$ cat config.mk
export PLATFORM = sky130hd
export DESIGN_NAME = fdl_freq_limiter
export DESIGN_NICKNAME = d
export VERILOG_FILES = /design/src/verilog/fdl_pkg.sv /design/src/verilog/fdl_freq_limiter.sv /design/src/verilog/fdl_jump_zones.sv /design/src/verilog/fdl_stall_monitor.sv
export SDC_FILE = /design/constraint.sdc
export NUM_CORES = 1
export LEC_CHECK = 0
export BUFFER_PORTS_ARGS = -buffer_cell sky130_fd_sc_hd__buf_2
export CAP_MARGIN = 20
export CELL_PAD_IN_SITES_DETAIL_PLACEMENT = 0
export CELL_PAD_IN_SITES_GLOBAL_PLACEMENT = 1
export CORE_MARGIN = 2
export CORE_UTILIZATION = 35
export DETAILED_ROUTE_END_ITERATION = 10
export HOLD_SLACK_MARGIN = 0.08
export PLACE_DENSITY_LB_ADDON = 0.05
export SLEW_MARGIN = 10
export SYNTH_ARGS = -nofsm -noshare
export SYNTH_HDL_FRONTEND = slang
export SYNTH_SLANG_ARGS = --single-unit
$ cat constraint.sdc
create_clock -name i_core_clk -period 24.8 [get_ports i_core_clk]
set_input_delay 1.24 -clock i_core_clk [delete_from_list [all_inputs] [get_ports i_core_clk]]
set_output_delay 1.24 -clock i_core_clk [all_outputs]
set_load 0.05 [all_outputs]
$ cat src/verilog/fdl_pkg.sv
package fdl_pkg;

  typedef logic [15:0] fdl_freq_t;

  // Frequencies are in steps of 0.1 Hz
  localparam fdl_freq_t FREQ_0HZ      = 16'h0000;
  localparam fdl_freq_t FREQ_1HZ      = 16'h000A;
  localparam fdl_freq_t FREQ_120HZ    = 16'h04B0;
  localparam fdl_freq_t FREQ_400HZ    = 16'h0FA0;
  localparam fdl_freq_t FREQ_DISABLED = 16'h270F;

  localparam fdl_freq_t MAX_RST   = FREQ_120HZ;
  localparam fdl_freq_t MIN_RST   = FREQ_0HZ;
  localparam fdl_freq_t HS_RST    = FREQ_120HZ;
  localparam fdl_freq_t JOG_RST   = 16'h0032;
  localparam fdl_freq_t START_RST = 16'h0005;
  localparam fdl_freq_t ACCEL_RST = 16'h0001;
  localparam logic [7:0] SEL_RST  = 8'h00;

  localparam logic [7:0] SEL_PLAIN_MAX = 8'h1F;
  localparam logic [7:0] SEL_DRIVE_FRL = 8'h64;
  localparam logic [7:0] SEL_DRIVE_NOF = 8'h65;
  localparam int SEL_BIT_FRL_OFF = 0;
  localparam int SEL_BIT_ACC_OFF = 1;
  localparam int SEL_BIT_OL_STOP = 4;

  localparam logic [7:0] ADDR_MAX       = 8'h00;
  localparam logic [7:0] ADDR_MIN       = 8'h04;
  localparam logic [7:0] ADDR_HS_MAX    = 8'h08;
  localparam logic [7:0] ADDR_JOG       = 8'h0C;
  localparam logic [7:0] ADDR_START     = 8'h10;
  localparam logic [7:0] ADDR_JUMP_BASE = 8'h14;
  localparam logic [7:0] ADDR_STALL_SEL = 8'h2C;
  localparam logic [7:0] ADDR_ACCEL     = 8'h30;
  localparam logic [7:0] ADDR_CTRL      = 8'h34;
  localparam logic [7:0] ADDR_STATUS    = 8'h38;
  localparam logic [7:0] REG_STRIDE     = 8'h04;
  localparam int JUMP_REGS = 6;

  localparam int CTRL_FAULT_CLR_BIT = 0;
  localparam int ST_OL_BIT    = 16;
  localparam int ST_FAULT_BIT = 17;
  localparam int ST_FRL_BIT   = 18;
  localparam int ST_STALL_BIT = 19;
  localparam int ST_STOP_BIT  = 20;

  localparam int CLK_HZ     = 100_000_000;
  localparam int OL_HOLD_MS = 100;
  localparam int OL_HOLD_CYC = OL_HOLD_MS * (CLK_HZ / 1000);
  localparam int TRIP_S     = 3;
  localparam int TRIP_CYC   = TRIP_S * CLK_HZ;

  typedef enum logic [1:0] {
    PH_ACCEL = 2'b00,
    PH_CONST = 2'b01,
    PH_DECEL = 2'b10
  } fdl_phase_t;

  typedef enum logic {
    OL_IDLE     = 1'b0,
    OL_ASSERTED = 1'b1
  } fdl_ol_state_t;

endpackage

$ cat src/verilog/fdl_freq_limiter.sv
// Behaviour
// - Maximum limit register takes 0 to 120 Hz, resets to 120 Hz.
// - Commands above the maximum limit are clamped to it.
// - Minimum limit register takes 0 to 120 Hz, resets to 0 Hz.
// - Set frequencies below the minimum are raised to the minimum.
// - High-speed maximum takes 120 to 400 Hz, resets to 120 Hz.
// - Writing the high-speed maximum also loads the maximum limit.
// - Writing the maximum limit also loads the high-speed maximum.
// - Jog frequency bypasses the minimum clamp.
// - Stall action may lower output to or below the minimum.
// - With minimum at or above start frequency, start alone ramps to minimum.
// - Three jump zones, endpoints 0 to 400 Hz, 9999 disables.
// - Zone endpoints accepted in either order.
// - Requests inside a zone run at that zone's A endpoint.
// - Selections 14, 15, 30, 31 never give overload or stall fault.
// - Selections 100/101 stall in driving, all off in regeneration.
// - Selection 101 also turns fast-response limit off while driving.
// - Fast-response limit alone never raises overload indication.
// - Selection bits: fast limit off, phase stall off, overload stops run.
// - Overload asserts at least 100 ms, ends when current falls.
// - Stall at 1 Hz or below for 3 s trips output and flags fault.
module fdl_freq_limiter
  import fdl_pkg::*;
#(
  parameter int OL_HOLD_CYCLES = OL_HOLD_CYC,
  parameter int TRIP_CYCLES    = TRIP_CYC
) (
  input  wire logic        i_core_clk,
  input  wire logic        i_rstn,
  input  wire logic        i_psel,
  input  wire logic        i_penable,
  input  wire logic        i_pwrite,
  input  wire logic [7:0]  i_paddr,
  input  wire logic [31:0] i_pwdata,
  output logic      [31:0] o_prdata,
  output logic             o_pready,
  output logic             o_pslverr,
  input  wire logic [15:0] i_freq_cmd,
  input  wire logic        i_start,
  input  wire logic        i_jog,
  input  wire logic        i_regen,
  input  wire logic        i_current_over,
  output logic      [15:0] o_out_freq,
  output logic             o_overload,
  output logic             o_stall_trip_fault,
  output logic             o_fast_limit_en,
  output logic             o_stall_active
);

  typedef struct packed {
    logic [31:0]                 prdata;
    fdl_freq_t                   max_freq_limit;
    fdl_freq_t                   min_freq_limit;
    fdl_freq_t                   high_speed_max_limit;
    fdl_freq_t                   jog_speed_setting;
    fdl_freq_t                   starting_freq_setting;
    logic [JUMP_REGS-1:0][15:0]  jump;
    logic [7:0]                  stall_select_word;
    fdl_freq_t                   accel_step;
    fdl_freq_t                   out_freq;
    logic                        ol_stop;
    logic                        stall;
  } fdl_state_t;

  fdl_state_t         q_r;
  fdl_state_t         q_nxt;
  logic               setup;
  logic               access;
  logic               wr_ok;
  logic               wr;
  logic               fault_clr;
  logic [31:0]        rd_val;
  logic [2:0][15:0]   zone_a;
  logic [2:0][15:0]   zone_b;
  fdl_freq_t          jz_freq;
  logic               jz_hit;
  fdl_freq_t          tgt;
  fdl_freq_t          cmd;
  fdl_phase_t         phase;
  logic               drive_mode;
  logic               stall_en;
  logic               stall_active;
  logic               overload;
  logic               trip;

  function automatic logic is_jump_addr(input logic [7:0] a);
    logic hit;
    hit = 1'b0;
    for (int k = 0; k < JUMP_REGS; k++) begin
      if (a == ADDR_JUMP_BASE + 8'(k) * REG_STRIDE) begin
        hit = 1'b1;
      end
    end
    return hit;
  endfunction

  function automatic logic mapped(input logic [7:0] a);
    return (a == ADDR_MAX) || (a == ADDR_MIN) || (a == ADDR_HS_MAX) || (a == ADDR_JOG)
        || (a == ADDR_START) || is_jump_addr(a) || (a == ADDR_STALL_SEL)
        || (a == ADDR_ACCEL) || (a == ADDR_CTRL) || (a == ADDR_STATUS);
  endfunction

  // Out-of-range values are refused per register; a high-speed maximum write can load up to 400 Hz into the maximum limit
  function automatic logic value_ok(input logic [7:0] a, input logic [31:0] d);
    logic ok;
    if (a == ADDR_MAX || a == ADDR_MIN) begin
      ok = (d <= 32'(FREQ_120HZ));
    end else if (a == ADDR_HS_MAX) begin
      ok = (d >= 32'(FREQ_120HZ)) && (d <= 32'(FREQ_400HZ));
    end else if (is_jump_addr(a)) begin
      ok = (d <= 32'(FREQ_400HZ)) || (d == 32'(FREQ_DISABLED));
    end else if (a == ADDR_JOG || a == ADDR_START) begin
      ok = (d <= 32'(FREQ_400HZ));
    end else if (a == ADDR_ACCEL) begin
      ok = (d != 32'h0000_0000) && (d <= 32'(FREQ_400HZ));
    end else if (a == ADDR_STALL_SEL) begin
      ok = (d <= 32'(SEL_PLAIN_MAX)) || (d == 32'(SEL_DRIVE_FRL))
        || (d == 32'(SEL_DRIVE_NOF));
    end else begin
      ok = 1'b1;
    end
    return ok;
  endfunction

  function automatic fdl_freq_t ramp(input fdl_freq_t cur, input fdl_freq_t dst,
                                     input fdl_freq_t step);
    fdl_freq_t r;
    if (cur < dst) begin
      r = (dst - cur > step) ? cur + step : dst;
    end else if (cur > dst) begin
      r = (cur - dst > step) ? cur - step : dst;
    end else begin
      r = cur;
    end
    return r;
  endfunction

  assign setup     = i_psel & ~i_penable;
  assign access    = i_psel & i_penable;
  assign wr_ok     = mapped(i_paddr) && value_ok(i_paddr, i_pwdata);
  assign wr        = access & i_pwrite & wr_ok;
  assign fault_clr = wr && (i_paddr == ADDR_CTRL) && i_pwdata[CTRL_FAULT_CLR_BIT];

  always_comb begin
    for (int z = 0; z < 3; z++) begin
      zone_a[z] = q_r.jump[2 * z];
      zone_b[z] = q_r.jump[2 * z + 1];
    end
  end

  fdl_jump_zones #(
    .ZONES (3)
  ) u_jump (
    .i_zone_a (zone_a),
    .i_zone_b (zone_b),
    .i_req    (i_freq_cmd),
    .o_freq   (jz_freq),
    .o_hit    (jz_hit)
  );

  always_comb begin
    rd_val = 32'h0000_0000;
    if (i_paddr == ADDR_MAX) begin
      rd_val = 32'(q_r.max_freq_limit);
    end else if (i_paddr == ADDR_MIN) begin
      rd_val = 32'(q_r.min_freq_limit);
    end else if (i_paddr == ADDR_HS_MAX) begin
      rd_val = 32'(q_r.high_speed_max_limit);
    end else if (i_paddr == ADDR_JOG) begin
      rd_val = 32'(q_r.jog_speed_setting);
    end else if (i_paddr == ADDR_START) begin
      rd_val = 32'(q_r.starting_freq_setting);
    end else if (i_paddr == ADDR_STALL_SEL) begin
      rd_val = 32'(q_r.stall_select_word);
    end else if (i_paddr == ADDR_ACCEL) begin
      rd_val = 32'(q_r.accel_step);
    end else if (i_paddr == ADDR_STATUS) begin
      rd_val[15:0]         = q_r.out_freq;
      rd_val[ST_OL_BIT]    = overload;
      rd_val[ST_FAULT_BIT] = trip;
      rd_val[ST_FRL_BIT]   = o_fast_limit_en;
      rd_val[ST_STALL_BIT] = q_r.stall;
      rd_val[ST_STOP_BIT]  = q_r.ol_stop;
    end else begin
      for (int k = 0; k < JUMP_REGS; k++) begin
        if (i_paddr == ADDR_JUMP_BASE + 8'(k) * REG_STRIDE) begin
          rd_val = 32'(q_r.jump[k]);
        end
      end
    end
  end

  // Selection decode: bits 1..3 gate the phases, 100/101 depend on regeneration
  always_comb begin
    drive_mode = (q_r.stall_select_word == SEL_DRIVE_FRL)
              || (q_r.stall_select_word == SEL_DRIVE_NOF);
    if (q_r.out_freq < tgt) begin
      phase = PH_ACCEL;
    end else if (q_r.out_freq == tgt) begin
      phase = PH_CONST;
    end else begin
      phase = PH_DECEL;
    end
    if (drive_mode) begin
      stall_en        = ~i_regen;
      o_fast_limit_en = ~i_regen && (q_r.stall_select_word == SEL_DRIVE_FRL);
    end else begin
      stall_en        = ~q_r.stall_select_word[SEL_BIT_ACC_OFF + int'(phase)];
      o_fast_limit_en = ~q_r.stall_select_word[SEL_BIT_FRL_OFF];
    end
    // Overload comes from stall action only, never from the fast limit
    stall_active = i_current_over & stall_en;
  end

  // Jump first, then clamps; jog skips the minimum
  always_comb begin
    cmd = jz_freq;
    if (cmd > q_r.max_freq_limit) begin
      cmd = q_r.max_freq_limit;
    end
    if (cmd < q_r.min_freq_limit) begin
      cmd = q_r.min_freq_limit;
    end
    if (i_jog) begin
      tgt = (q_r.jog_speed_setting > q_r.max_freq_limit) ? q_r.max_freq_limit
                                                          : q_r.jog_speed_setting;
    end else if (i_start && cmd >= q_r.starting_freq_setting) begin
      tgt = cmd;
    end else begin
      tgt = FREQ_0HZ;
    end
  end

  always_comb begin
    q_nxt = q_r;
    if (setup && !i_pwrite) begin
      q_nxt.prdata = rd_val;
    end
    if (wr) begin
      if (i_paddr == ADDR_MAX || i_paddr == ADDR_HS_MAX) begin
        q_nxt.max_freq_limit       = i_pwdata[15:0];
        q_nxt.high_speed_max_limit = i_pwdata[15:0];
      end else if (i_paddr == ADDR_MIN) begin
        q_nxt.min_freq_limit = i_pwdata[15:0];
      end else if (i_paddr == ADDR_JOG) begin
        q_nxt.jog_speed_setting = i_pwdata[15:0];
      end else if (i_paddr == ADDR_START) begin
        q_nxt.starting_freq_setting = i_pwdata[15:0];
      end else if (i_paddr == ADDR_STALL_SEL) begin
        q_nxt.stall_select_word = i_pwdata[7:0];
      end else if (i_paddr == ADDR_ACCEL) begin
        q_nxt.accel_step = i_pwdata[15:0];
      end
      for (int k = 0; k < JUMP_REGS; k++) begin
        if (i_paddr == ADDR_JUMP_BASE + 8'(k) * REG_STRIDE) begin
          q_nxt.jump[k] = i_pwdata[15:0];
        end
      end
    end
    // Stop latch holds until the run command is dropped; a set wins
    q_nxt.ol_stop = (!drive_mode && q_r.stall_select_word[SEL_BIT_OL_STOP] && overload)
                 || (q_r.ol_stop && (i_start || i_jog));
    q_nxt.stall = stall_active;
    if (trip || q_r.ol_stop) begin
      q_nxt.out_freq = FREQ_0HZ;
    end else if (stall_active) begin
      q_nxt.out_freq = ramp(q_r.out_freq, FREQ_0HZ, q_r.accel_step);
    end else begin
      q_nxt.out_freq = ramp(q_r.out_freq, tgt, q_r.accel_step);
    end
  end

  always_ff @(posedge i_core_clk) begin
    if (!i_rstn) begin
      q_r <= '{prdata: 32'h0000_0000, max_freq_limit: MAX_RST, min_freq_limit: MIN_RST,
               high_speed_max_limit: HS_RST, jog_speed_setting: JOG_RST,
               starting_freq_setting: START_RST, jump: {JUMP_REGS{FREQ_DISABLED}},
               stall_select_word: SEL_RST, accel_step: ACCEL_RST, out_freq: FREQ_0HZ,
               ol_stop: 1'b0, stall: 1'b0};
    end else begin
      q_r <= q_nxt;
    end
  end

  fdl_stall_monitor #(
    .HOLD_CYCLES (OL_HOLD_CYCLES),
    .TRIP_CYCLES (TRIP_CYCLES)
  ) u_stall (
    .i_core_clk     (i_core_clk),
    .i_rstn         (i_rstn),
    .i_stall_active (stall_active),
    .i_low_freq     (q_r.out_freq <= FREQ_1HZ),
    .i_fault_clr    (fault_clr),
    .o_overload     (overload),
    .o_trip         (trip)
  );

  // Zero wait states: read data was captured in the setup cycle
  assign o_pready           = 1'b1;
  assign o_pslverr          = access && (i_pwrite ? !wr_ok : !mapped(i_paddr));
  assign o_prdata           = q_r.prdata;
  assign o_out_freq         = q_r.out_freq;
  assign o_overload         = overload;
  assign o_stall_trip_fault = trip;
  assign o_stall_active     = q_r.stall;
endmodule

$ cat src/verilog/fdl_jump_zones.sv
module fdl_jump_zones
  import fdl_pkg::*;
#(
  parameter int ZONES = 3
) (
  input  wire logic [ZONES-1:0][15:0] i_zone_a,
  input  wire logic [ZONES-1:0][15:0] i_zone_b,
  input  wire logic [15:0]            i_req,
  output logic      [15:0]            o_freq,
  output logic                        o_hit
);

  // Either endpoint may be the low one; a 9999 endpoint disables the zone
  function automatic logic zone_hit(input fdl_freq_t a, input fdl_freq_t b,
                                    input fdl_freq_t f);
    fdl_freq_t lo;
    fdl_freq_t hi;
    lo = (a < b) ? a : b;
    hi = (a < b) ? b : a;
    return (a != FREQ_DISABLED) && (b != FREQ_DISABLED) && (f >= lo) && (f <= hi);
  endfunction

  // Lowest zone wins when zones overlap
  always_comb begin
    o_freq = i_req;
    o_hit  = 1'b0;
    for (int z = ZONES - 1; z >= 0; z--) begin
      if (zone_hit(i_zone_a[z], i_zone_b[z], i_req)) begin
        o_freq = i_zone_a[z];
        o_hit  = 1'b1;
      end
    end
  end

endmodule

$ cat src/verilog/fdl_stall_monitor.sv
module fdl_stall_monitor
  import fdl_pkg::*;
#(
  parameter int HOLD_CYCLES = OL_HOLD_CYC,
  parameter int TRIP_CYCLES = TRIP_CYC
) (
  input  wire logic i_core_clk,
  input  wire logic i_rstn,
  input  wire logic i_stall_active,
  input  wire logic i_low_freq,
  input  wire logic i_fault_clr,
  output logic      o_overload,
  output logic      o_trip
);

  localparam int HW = $clog2(HOLD_CYCLES + 1);
  localparam int TW = $clog2(TRIP_CYCLES + 1);

  typedef struct packed {
    fdl_ol_state_t ol;
    logic [HW-1:0] hold;
    logic [TW-1:0] trip_cnt;
    logic          fault;
  } fdl_stall_state_t;

  fdl_stall_state_t q_r;
  fdl_stall_state_t q_nxt;
  logic             trip_set;

  always_comb begin
    q_nxt    = q_r;
    trip_set = 1'b0;
    case (q_r.ol)
      OL_IDLE: begin
        if (i_stall_active) begin
          q_nxt.ol   = OL_ASSERTED;
          q_nxt.hold = HW'(HOLD_CYCLES - 1);
        end
      end
      OL_ASSERTED: begin
        // Minimum on-time runs out before current level may end the signal
        if (q_r.hold != '0) begin
          q_nxt.hold = q_r.hold - HW'(1);
        end else if (!i_stall_active) begin
          q_nxt.ol = OL_IDLE;
        end
      end
      default: q_nxt.ol = OL_IDLE;
    endcase
    if (i_stall_active && i_low_freq) begin
      if (q_r.trip_cnt == TW'(TRIP_CYCLES - 1)) begin
        trip_set = 1'b1;
      end else begin
        q_nxt.trip_cnt = q_r.trip_cnt + TW'(1);
      end
    end else begin
      q_nxt.trip_cnt = '0;
    end
    // Set wins over a clear in the same cycle
    q_nxt.fault = trip_set | (q_r.fault & ~i_fault_clr);
  end

  always_ff @(posedge i_core_clk) begin
    if (!i_rstn) begin
      q_r <= '{ol: OL_IDLE, hold: '0, trip_cnt: '0, fault: 1'b0};
    end else begin
      q_r <= q_nxt;
    end
  end

  assign o_overload = (q_r.ol == OL_ASSERTED);
  assign o_trip     = q_r.fault;
endmodule
== Word level (Yosys, flattened, before mapping) ==
Index checks and enable logic that the tools add are counted.
Word-level totals
  memory bits (read-only): 0
  bits in registers: 289
  bits in latches: 0
  bits in writable memories: 0
  logic and storage cells: 235
  memories kept: 0
  output and inout port bits: 54
Operators by class
  mux-type cells: 67
  reduce and logical (&&, ||, !) cells: 64
  equal/unequal tests: 30
  $add $sub $neg: 8
  $lt $le $gt $ge: 27
  divide/modulo/power cells: 0
  $mul: 0
  shift-type cells: 0
  bitwise logic cells: 19
Operators by type and width (count)
  $mux W16: 24
  $mux W32: 12
  $gt A16 B16 Y1: 7
  $ne A16 B14 Y1 const B: 6
  $lt A16 B16 Y1: 5
  $eq A32 B7 Y1 const B: 2
  $ge A16 B16 Y1: 4
  $eq A8 B6 Y1 const B: 7
  $pmux W25 S2: 1
  $le A16 B16 Y1: 3
  $sub A16 B16 Y16: 3
  $eq A32 B14 Y1 const B: 1
  $eq A8 B5 Y1 const B: 4
  $ge A32 B11 Y1 const B: 1
  $le A32 B11 Y1 const B: 1
  $le A32 B12 Y1 const B: 1
  $le A32 B5 Y1 const B: 1
  $reduce_bool A32 Y1: 1
  $add A29 B1 Y29 const B: 1
  $eq A29 B29 Y1 const B: 1
  $mux W25: 1
  $mux W24: 1
  $reduce_bool A24 Y1: 1
  $sub A24 B1 Y24 const B: 1
  other kinds (34): 125

== Logic depth before layout (Yosys ltp) ==
  depth in word-level cells: 29
  depth in mapped cells: 86
  mapped depth without buffers: 79

== By module ==
A second synthesis with hierarchy kept.
Second synthesis, totals
  cell total of the unflattened synthesis: 2988
  area, all modules: 24946.4 um2
Modules (own cells, without submodules)
  fdl_freq_limiter: times used 1, area an instance 17066.4 um2, seq. area each 4464.3 um2, cells each 2041
  fdl_jump_zones: times used 1, area an instance 5134.9 um2, seq. area each 0.0 um2, cells each 633
  fdl_stall_monitor: times used 1, area an instance 2745.1 um2, seq. area each 1101.1 um2, cells each 314

== Least setup slack after synthesis ==
No wires, ideal clock.
  path type: register to register
  from: register q_r[59] (netlist bit)
  to: register q_r, in the netlist o_out_freq[11]
  path slack: 8.768 ns
  data arrival time: 15.891 ns
  cell stages (with the launch flop): 83
  library setup time: 0.142 ns
  period minus slack after synthesis: 16.032 ns
  path through: dfxtp_1 inv_1 ha_1 a21o_1 a21o_1 a21o_1 a21o_1 a21o_1 a21o_1 a21o_1 a21o_1 a211oi_1 o21ai_0 a31o_2 a21oi_1 buf_2 mux2i_1 ha_1 [... 47 more ...] nand2b_1 a21oi_1 and2_1 a22o_1 clkbuf_1 nor2_1 ha_1 clkbuf_1 mux2i_1 nand2_1 nand2_1 o2111ai_1 a31oi_1 o21a_4 buf_6 mux2_4 a211oi_2 a211oi_2
On the way
  word-level cells in the longest chain between the ends: 26
  elaborated cells between the ends (all ways): 42
  classes of those cells: 3 x add/sub; 10 x order compare; 3 x eq/ne; 18 x mux; 2 x bitwise; 6 x reduce/logical
Ends and longest elaborated chain
  start, declared: RTL line fdl_freq_limiter.sv:65  | fdl_state_t q_r;
  start signal, assigned: RTL line fdl_freq_limiter.sv:275  | q_r <= '{prdata: 32'h0000_0000, max_freq_limit: MAX_RST, min_freq_limit: MIN_RST,
  start signal, assigned: RTL line fdl_freq_limiter.sv:281  | q_r <= q_nxt;
  $lt A16 B16 Y1: RTL line fdl_jump_zones.sv:18, fdl_jump_zones.sv:19
  $mux W16: RTL line fdl_jump_zones.sv:18  | lo = (a < b) ? a : b;
  $ge A16 B16 Y1: RTL line fdl_jump_zones.sv:20  | return (a != FREQ_DISABLED) && (b != FREQ_DISABLED) && (f >= lo) && (f <= hi);
  $logic_and A1 B1 Y1: RTL line fdl_jump_zones.sv:20
  $logic_and A1 B1 Y1 (*): RTL line fdl_jump_zones.sv:20
  $mux W16 (*): RTL line fdl_jump_zones.sv:28  | if (zone_hit(i_zone_a[z], i_zone_b[z], i_req)) begin
  $gt A16 B16 Y1: RTL line fdl_freq_limiter.sv:218  | if (cmd > q_r.max_freq_limit) begin
  $mux W16 (*): RTL line fdl_freq_limiter.sv:218
  $lt A16 B16 Y1: RTL line fdl_freq_limiter.sv:221  | if (cmd < q_r.min_freq_limit) begin
  $mux W16 (*): RTL line fdl_freq_limiter.sv:221
  $ge A16 B16 Y1: RTL line fdl_freq_limiter.sv:227  | end else if (i_start && cmd >= q_r.starting_freq_setting) begin
  $logic_and A1 B1 Y1: RTL line fdl_freq_limiter.sv:227
  $mux W16 (*): RTL line fdl_freq_limiter.sv:227
  $mux W16 (*): RTL line fdl_freq_limiter.sv:224  | if (i_jog) begin
  parallel branches: the longest is 12 deep, another holds $lt A16 B16 Y1
Every way passes the cells marked *. The select of a mux whose other input is x is not followed.
A chain may end at the register's enable or synchronous reset.

== Worst setup path after layout ==
  from: register q_r[123] (netlist bit)
  to: register q_r, in the netlist o_out_freq[7]
On the way
  word-level cells in the longest chain between the ends: 28
  elaborated cells between the ends (all ways): 44
  classes of those cells: 3 x add/sub; 10 x order compare; 3 x eq/ne; 20 x mux; 2 x bitwise; 6 x reduce/logical
Ends and longest elaborated chain (RTL line)
  $lt A16 B16 Y1: fdl_jump_zones.sv:18, fdl_jump_zones.sv:19
  $mux W16: fdl_jump_zones.sv:18
  $ge A16 B16 Y1: fdl_jump_zones.sv:20
  $logic_and A1 B1 Y1: fdl_jump_zones.sv:20
  $logic_and A1 B1 Y1 (*): fdl_jump_zones.sv:20
  $mux W16 (*) (3 in a row): fdl_jump_zones.sv:28
  $gt A16 B16 Y1: fdl_freq_limiter.sv:218
  $mux W16 (*): fdl_freq_limiter.sv:218
  $lt A16 B16 Y1: fdl_freq_limiter.sv:221
  $mux W16 (*): fdl_freq_limiter.sv:221
  $ge A16 B16 Y1: fdl_freq_limiter.sv:227
  $logic_and A1 B1 Y1: fdl_freq_limiter.sv:227
  $mux W16 (*): fdl_freq_limiter.sv:227
  $mux W16 (*): fdl_freq_limiter.sv:224
  parallel branches: the longest is 12 deep, another holds $lt A16 B16 Y1
Marks and branches as above.

==> impl_metrics.prom <==
# TYPE chip_impl_metric gauge
chip_impl_info{name="run_status",value="completed"} 1
chip_impl_metric{name="worstPathMaxFanout",unit=""} 32
chip_impl_metric{name="clk_path_buf_depth",unit=""} 3
chip_impl_info{name="worstHoldPathType",value="register to register"} 1
chip_impl_metric{name="first_global_vias",unit=""} 22090
chip_impl_metric{name="wl_per_cell",unit="um"} 26.17
chip_impl_metric{name="yosys_warnings",unit=""} 0
chip_impl_metric{name="synthCells",unit=""} 3025
chip_impl_metric{name="grt_start_max_net_pins",unit=""} 74
chip_impl_metric{name="die_area",unit="mm^2"} 0.07008
chip_impl_metric{name="pwr_density_cell",unit="mW/mm^2"} 72.20
chip_impl_info{name="path_common_cell",value="sky130_fd_sc_hd__a21o_1"} 1
chip_impl_metric{name="ir_drop",unit="mV"} 0.04308
chip_impl_metric{name="vias_per_cell",unit=""} 5.886
chip_impl_metric{name="postRouteAntennaNets",unit=""} 0
chip_impl_metric{name="placedInstanceArea",unit="mm^2"} 0.02469
chip_impl_metric{name="synth_enable_flop_cells",unit=""} 0
chip_impl_metric{name="layout.cells.non_filler",unit=""} 3889
chip_impl_metric{name="mappedNetlistArea",unit="mm^2"} 0.02379
chip_impl_info{name="gr-max-usage-layer",value="met2"} 1
chip_impl_metric{name="finalWeightedCongestion",unit=""} 0.9180
chip_impl_metric{name="route.vias.total",unit=""} 22890
chip_impl_metric{name="gr-usage-met1",unit="%"} 39.99
chip_impl_info{name="endpoint_kind",value="register"} 1
chip_impl_metric{name="synth_cell_type_count",unit=""} 87
chip_impl_metric{name="layout.cell_area.non_filler",unit="mm^2"} 0.02593
chip_impl_metric{name="start_util",unit="%"} 35.36
chip_impl_metric{name="whs",unit="ps"} 456.6
chip_impl_metric{name="global_route.overflow_total",unit=""} 0
chip_impl_metric{name="io-pin-count",unit=""} 119
chip_impl_metric{name="finalHoldViolations",unit=""} 0
chip_impl_metric{name="synth_largest_type_area_fraction",unit="%"} 23.39
chip_impl_metric{name="cp_slowest_stage_delay",unit="ps"} 910
chip_impl_metric{name="worst-slew-pin-transition",unit="ps"} 1151
chip_impl_metric{name="dp.cells",unit=""} 3826
chip_impl_metric{name="io_buffer_count",unit=""} 106
chip_impl_info{name="critical_path.startpoint",value="q_r[123]"} 1
chip_impl_metric{name="tcrit_tclk_final",unit="%"} 75.79
chip_impl_info{name="synth_area_leader_cell",value="sky130_fd_sc_hd__dfxtp_1"} 1
chip_impl_metric{name="drt_pass1_iterations",unit=""} 6
chip_impl_metric{name="cellLeakagePower",unit="nW"} 10.98
chip_impl_metric{name="cts.htree.levels",unit=""} 2
chip_impl_metric{name="dp_hpwl",unit="mm"} 76.87
chip_impl_info{name="clockRootBuffer",value="sky130_fd_sc_hd__clkbuf_16"} 1
chip_impl_metric{name="cts_setup_buffers",unit=""} 0
chip_impl_metric{name="critPathArrivalTime",unit="ps"} 19260
chip_impl_metric{name="design_power_total",unit="mW"} 1.872
chip_impl_metric{name="drv.max_cap_violation_count",unit=""} 0
chip_impl_metric{name="drt_drc_violations_left",unit=""} 0
chip_impl_metric{name="n_fill_cell",unit=""} 7028
chip_impl_metric{name="total_switching_power",unit="mW"} 0.7668
chip_impl_metric{name="cts_buffers",unit=""} 37
chip_impl_metric{name="antenna_cells",unit=""} 0
chip_impl_metric{name="die_y",unit="um"} 264.7
chip_impl_metric{name="fin_setup_tns",unit="ps"} 0
chip_impl_metric{name="dieWidth",unit="um"} 264.7
chip_impl_metric{name="synth-seq-area-share",unit="%"} 23.39
chip_impl_metric{name="fin_skew",unit="ps"} 28.02
chip_impl_metric{name="grt_pass1_wl",unit="mm"} 149.1
chip_impl_metric{name="placement_rows",unit=""} 95
chip_impl_metric{name="worst-endpoint-required",unit="ps"} 25270
chip_impl_info{name="r2r-start",value="q_r[123]"} 1
chip_impl_metric{name="area.growth.synth_to_final",unit="%"} 8.988
chip_impl_metric{name="synth_async_reset_ratio",unit="%"} 0
chip_impl_metric{name="slew_viols_final",unit=""} 0
chip_impl_metric{name="power_frac_seq",unit="%"} 26.1
chip_impl_metric{name="maxClockFrequency",unit="MHz"} 53.20
chip_impl_metric{name="use_met3",unit="%"} 7.116
chip_impl_metric{name="post_cts_resize_count",unit=""} 0
chip_impl_metric{name="overall_global_routing_resource_usage",unit="%"} 28.43
chip_impl_metric{name="worst_case_reg_to_reg_path_depth",unit=""} 72
chip_impl_info{name="rsz0062_at_grt",value="no"} 1
chip_impl_metric{name="number_of_antenna_violations_at_the_first_check_in_global_routing",unit=""} 2
chip_impl_info{name="cts_tree",value="done"} 1
chip_impl_metric{name="synth.avg_cell_area",unit="um^2"} 7.865
chip_impl_metric{name="grt.met2_usage",unit="%"} 42.61
chip_impl_metric{name="nNetsFinal",unit=""} 3360
chip_impl_info{name="dominantRegCellSynth",value="sky130_fd_sc_hd__dfxtp_1"} 1
chip_impl_metric{name="drive_above_1_share",unit="%"} 8.886
chip_impl_metric{name="swShare",unit="%"} 40.96
chip_impl_metric{name="wirelength",unit="mm"} 101.8
chip_impl_info{name="worst_setup_path_endpoint",value="o_out_freq[7]"} 1
chip_impl_metric{name="timing.max_slew.rel_slack",unit="%"} 23.02
chip_impl_info{name="critical-path-slowest-cell",value="sky130_fd_sc_hd__mux2i_4"} 1
chip_impl_metric{name="power.combinational.fraction",unit="%"} 44.3
chip_impl_metric{name="reg2reg_slack",unit="ps"} 6000
chip_impl_info{name="synth_top_cells_by_area",value="sky130_fd_sc_hd__dfxtp_1 (23%), sky130_fd_sc_hd__ha_1 (16%), sky130_fd_sc_hd__mux2i_1 (7.6%)"} 1
chip_impl_metric{name="tritoncts_num_sinks",unit=""} 278
chip_impl_metric{name="setup-violations-final",unit=""} 0
chip_impl_metric{name="detailedRoute.firstIterationViolations",unit=""} 2071
chip_impl_metric{name="multi_input_comb_area",unit="mm^2"} 0.01657
chip_impl_metric{name="clkPwrFrac",unit="%"} 29.6
chip_impl_metric{name="clock_latency",unit="ps"} 580
chip_impl_metric{name="cts.hold.buffers_added",unit=""} 0
chip_impl_info{name="critical_path.reg2reg.endpoint",value="o_out_freq[7]"} 1
chip_impl_metric{name="period_needed",unit="ps"} 18800
chip_impl_metric{name="cts.reportedPaths.clkPinSlew",unit="ps"} 60
chip_impl_metric{name="layout.area.seq",unit="mm^2"} 0.005565
chip_impl_metric{name="power.internal",unit="mW"} 1.105
chip_impl_metric{name="core_area",unit="mm^2"} 0.06728
chip_impl_info{name="worst_setup_path_start_kind",value="register"} 1
chip_impl_metric{name="synth.ff_latch_count",unit=""} 278
chip_impl_info{name="timing.setup.critical_path_class",value="register to register"} 1
-- cells by family after synthesis --
family	count (synthesis)	synth area share [%]
buf+inv	410	7.410
mux	207	8.909
flops	278	23.39
other cells	2	0.03157
compound gates	755	20.91
xor+xnor	92	3.387
simple gates	979	19.95
fa+ha+maj	302	16.01
-- per-stage QoR --
step	utilization (%)	setup slack, ps
final	38.54	6003
after floorplan	-	8768
after CTS	38.51	6234
after global routing	38.54	4654
after detailed placement	36.70	6314
after global placement	36.70	6754
-- area by class of cell --
class	count	area share, %
clock buffers	49	3.937
clock inverters	13	0.7672
well taps	873	4.213
multi-input cells	2347	63.91
inverters	196	2.847
repair buffers	133	2.866
flip-flops and latches	278	21.46
-- layer usage --
layer  up-vias  wire [um]  part of all wire [%]
li1      10860          -                     -
met1     11060      47250                    46
met2       814      42890                    42
met3       151       8605                   8.5
met4         0       3019                   3.0
met5         -          0                     0
-- state kept, by name (all words and copies together), names as in the netlist --
register	cells
q_r	185
u_stall.q_r	53
o_prdata	21
o_out_freq	16
o_stall_active	1
u_stall.o_overload	1
u_stall.o_trip	1
-- cells in the final DEF, fill, tap and decap left out, types with 21 or more instances in the layout --
| master | synthesis | routed |
|---|---|---|
| sky130_fd_sc_hd__buf_2 | 20 | 105 |
| sky130_fd_sc_hd__buf_4 | 49 | 27 |
| sky130_fd_sc_hd__o211ai_1 | 29 | 29 |
| sky130_fd_sc_hd__inv_1 | 192 | 191 |
| sky130_fd_sc_hd__clkbuf_16 | 0 | 37 |
| sky130_fd_sc_hd__nor4_1 | 35 | 35 |
| sky130_fd_sc_hd__mux2i_1 | 181 | 181 |
| sky130_fd_sc_hd__nor3_1 | 45 | 42 |
| sky130_fd_sc_hd__mux2_2 | 24 | 24 |
| sky130_fd_sc_hd__nand4_1 | 54 | 54 |
| sky130_fd_sc_hd__o21ai_0 | 118 | 118 |
| sky130_fd_sc_hd__nand3_1 | 182 | 182 |
| sky130_fd_sc_hd__a21oi_1 | 262 | 260 |
| sky130_fd_sc_hd__xor2_1 | 32 | 32 |
| sky130_fd_sc_hd__nand2b_1 | 24 | 24 |
| sky130_fd_sc_hd__xnor2_1 | 60 | 60 |
| sky130_fd_sc_hd__ha_1 | 298 | 298 |
| sky130_fd_sc_hd__nand2_1 | 247 | 247 |
| sky130_fd_sc_hd__a22oi_1 | 40 | 40 |
| sky130_fd_sc_hd__and3_1 | 63 | 63 |
| sky130_fd_sc_hd__a211oi_1 | 35 | 35 |
| sky130_fd_sc_hd__a21o_1 | 64 | 64 |
| sky130_fd_sc_hd__dfxtp_1 | 278 | 278 |
| sky130_fd_sc_hd__nor2_1 | 229 | 226 |
| sky130_fd_sc_hd__or3_1 | 21 | 21 |
-- synth_stat cells, drive strengths merged, types with 7 or more instances --
library cell,instances
o22ai,9
o31ai,21
a221o,7
a211o,7
o21bai,17
nand4,54
mux2i,182
or3,21
a311oi,14
o21ai,123
a31oi,19
o211ai,30
ha,298
clkbuf,135
nor4,35
xor2,32
inv,195
dfxtp,278
a22oi,41
o2111ai,7
nor2b,14
and2,14
nand2b,24
a221oi,10
a211oi,49
a21o,64
a21oi,264
nand3b,8
or4,12
buf,79
and3,63
nor2,229
xnor2,60
a21boi,8
o221ai,16
mux2,25
nand2,248
o21a,16
nor3,45
nand3,183
-- worst min-delay path by stage --
| stage | depth (start not counted) | from | slack (ps) | end |
|---|---|---|---|---|
| after detailed placement | 2 | o_prdata[18] | 440 | o_prdata[18] |
| after global routing | 2 | o_prdata[18] | 480 | o_prdata[18] |
| after global placement | 2 | o_prdata[19] | 440 | o_prdata[19] |
| after CTS | 2 | o_prdata[18] | 460 | o_prdata[18] |
| final | 2 | o_prdata[16] | 460 | o_prdata[16] |
| after floorplan | 1 | u_stall.q_r[51] | 430 | u_stall.q_r[51] |
-- power groups by stage --
| stage | registers (mW) | logic [mW] | clock network (mW) |
|---|---|---|---|
| final | 0.489 | 0.829 | 0.554 |
| after detailed placement | 0.499 | 0.814 | 0 |
| after global routing | 0.492 | 0.920 | 0.585 |
| after floorplan | 0.485 | 0.624 | 0 |
| after global placement | 0.500 | 0.807 | 0 |
| after CTS | 0.490 | 0.820 | 0.568 |
-- worst max-delay path: cells and delay by family, from the launching register on --
family | cells | cell delay (ps)
compound gates | 38 | 10040
simple gates | 19 | 3190
flops | 1 | 520
mux | 4 | 1720
buf+inv | 4 | 760
fa+ha+maj | 7 | 2380
Note: power is estimated with default switching activity, not from simulation.
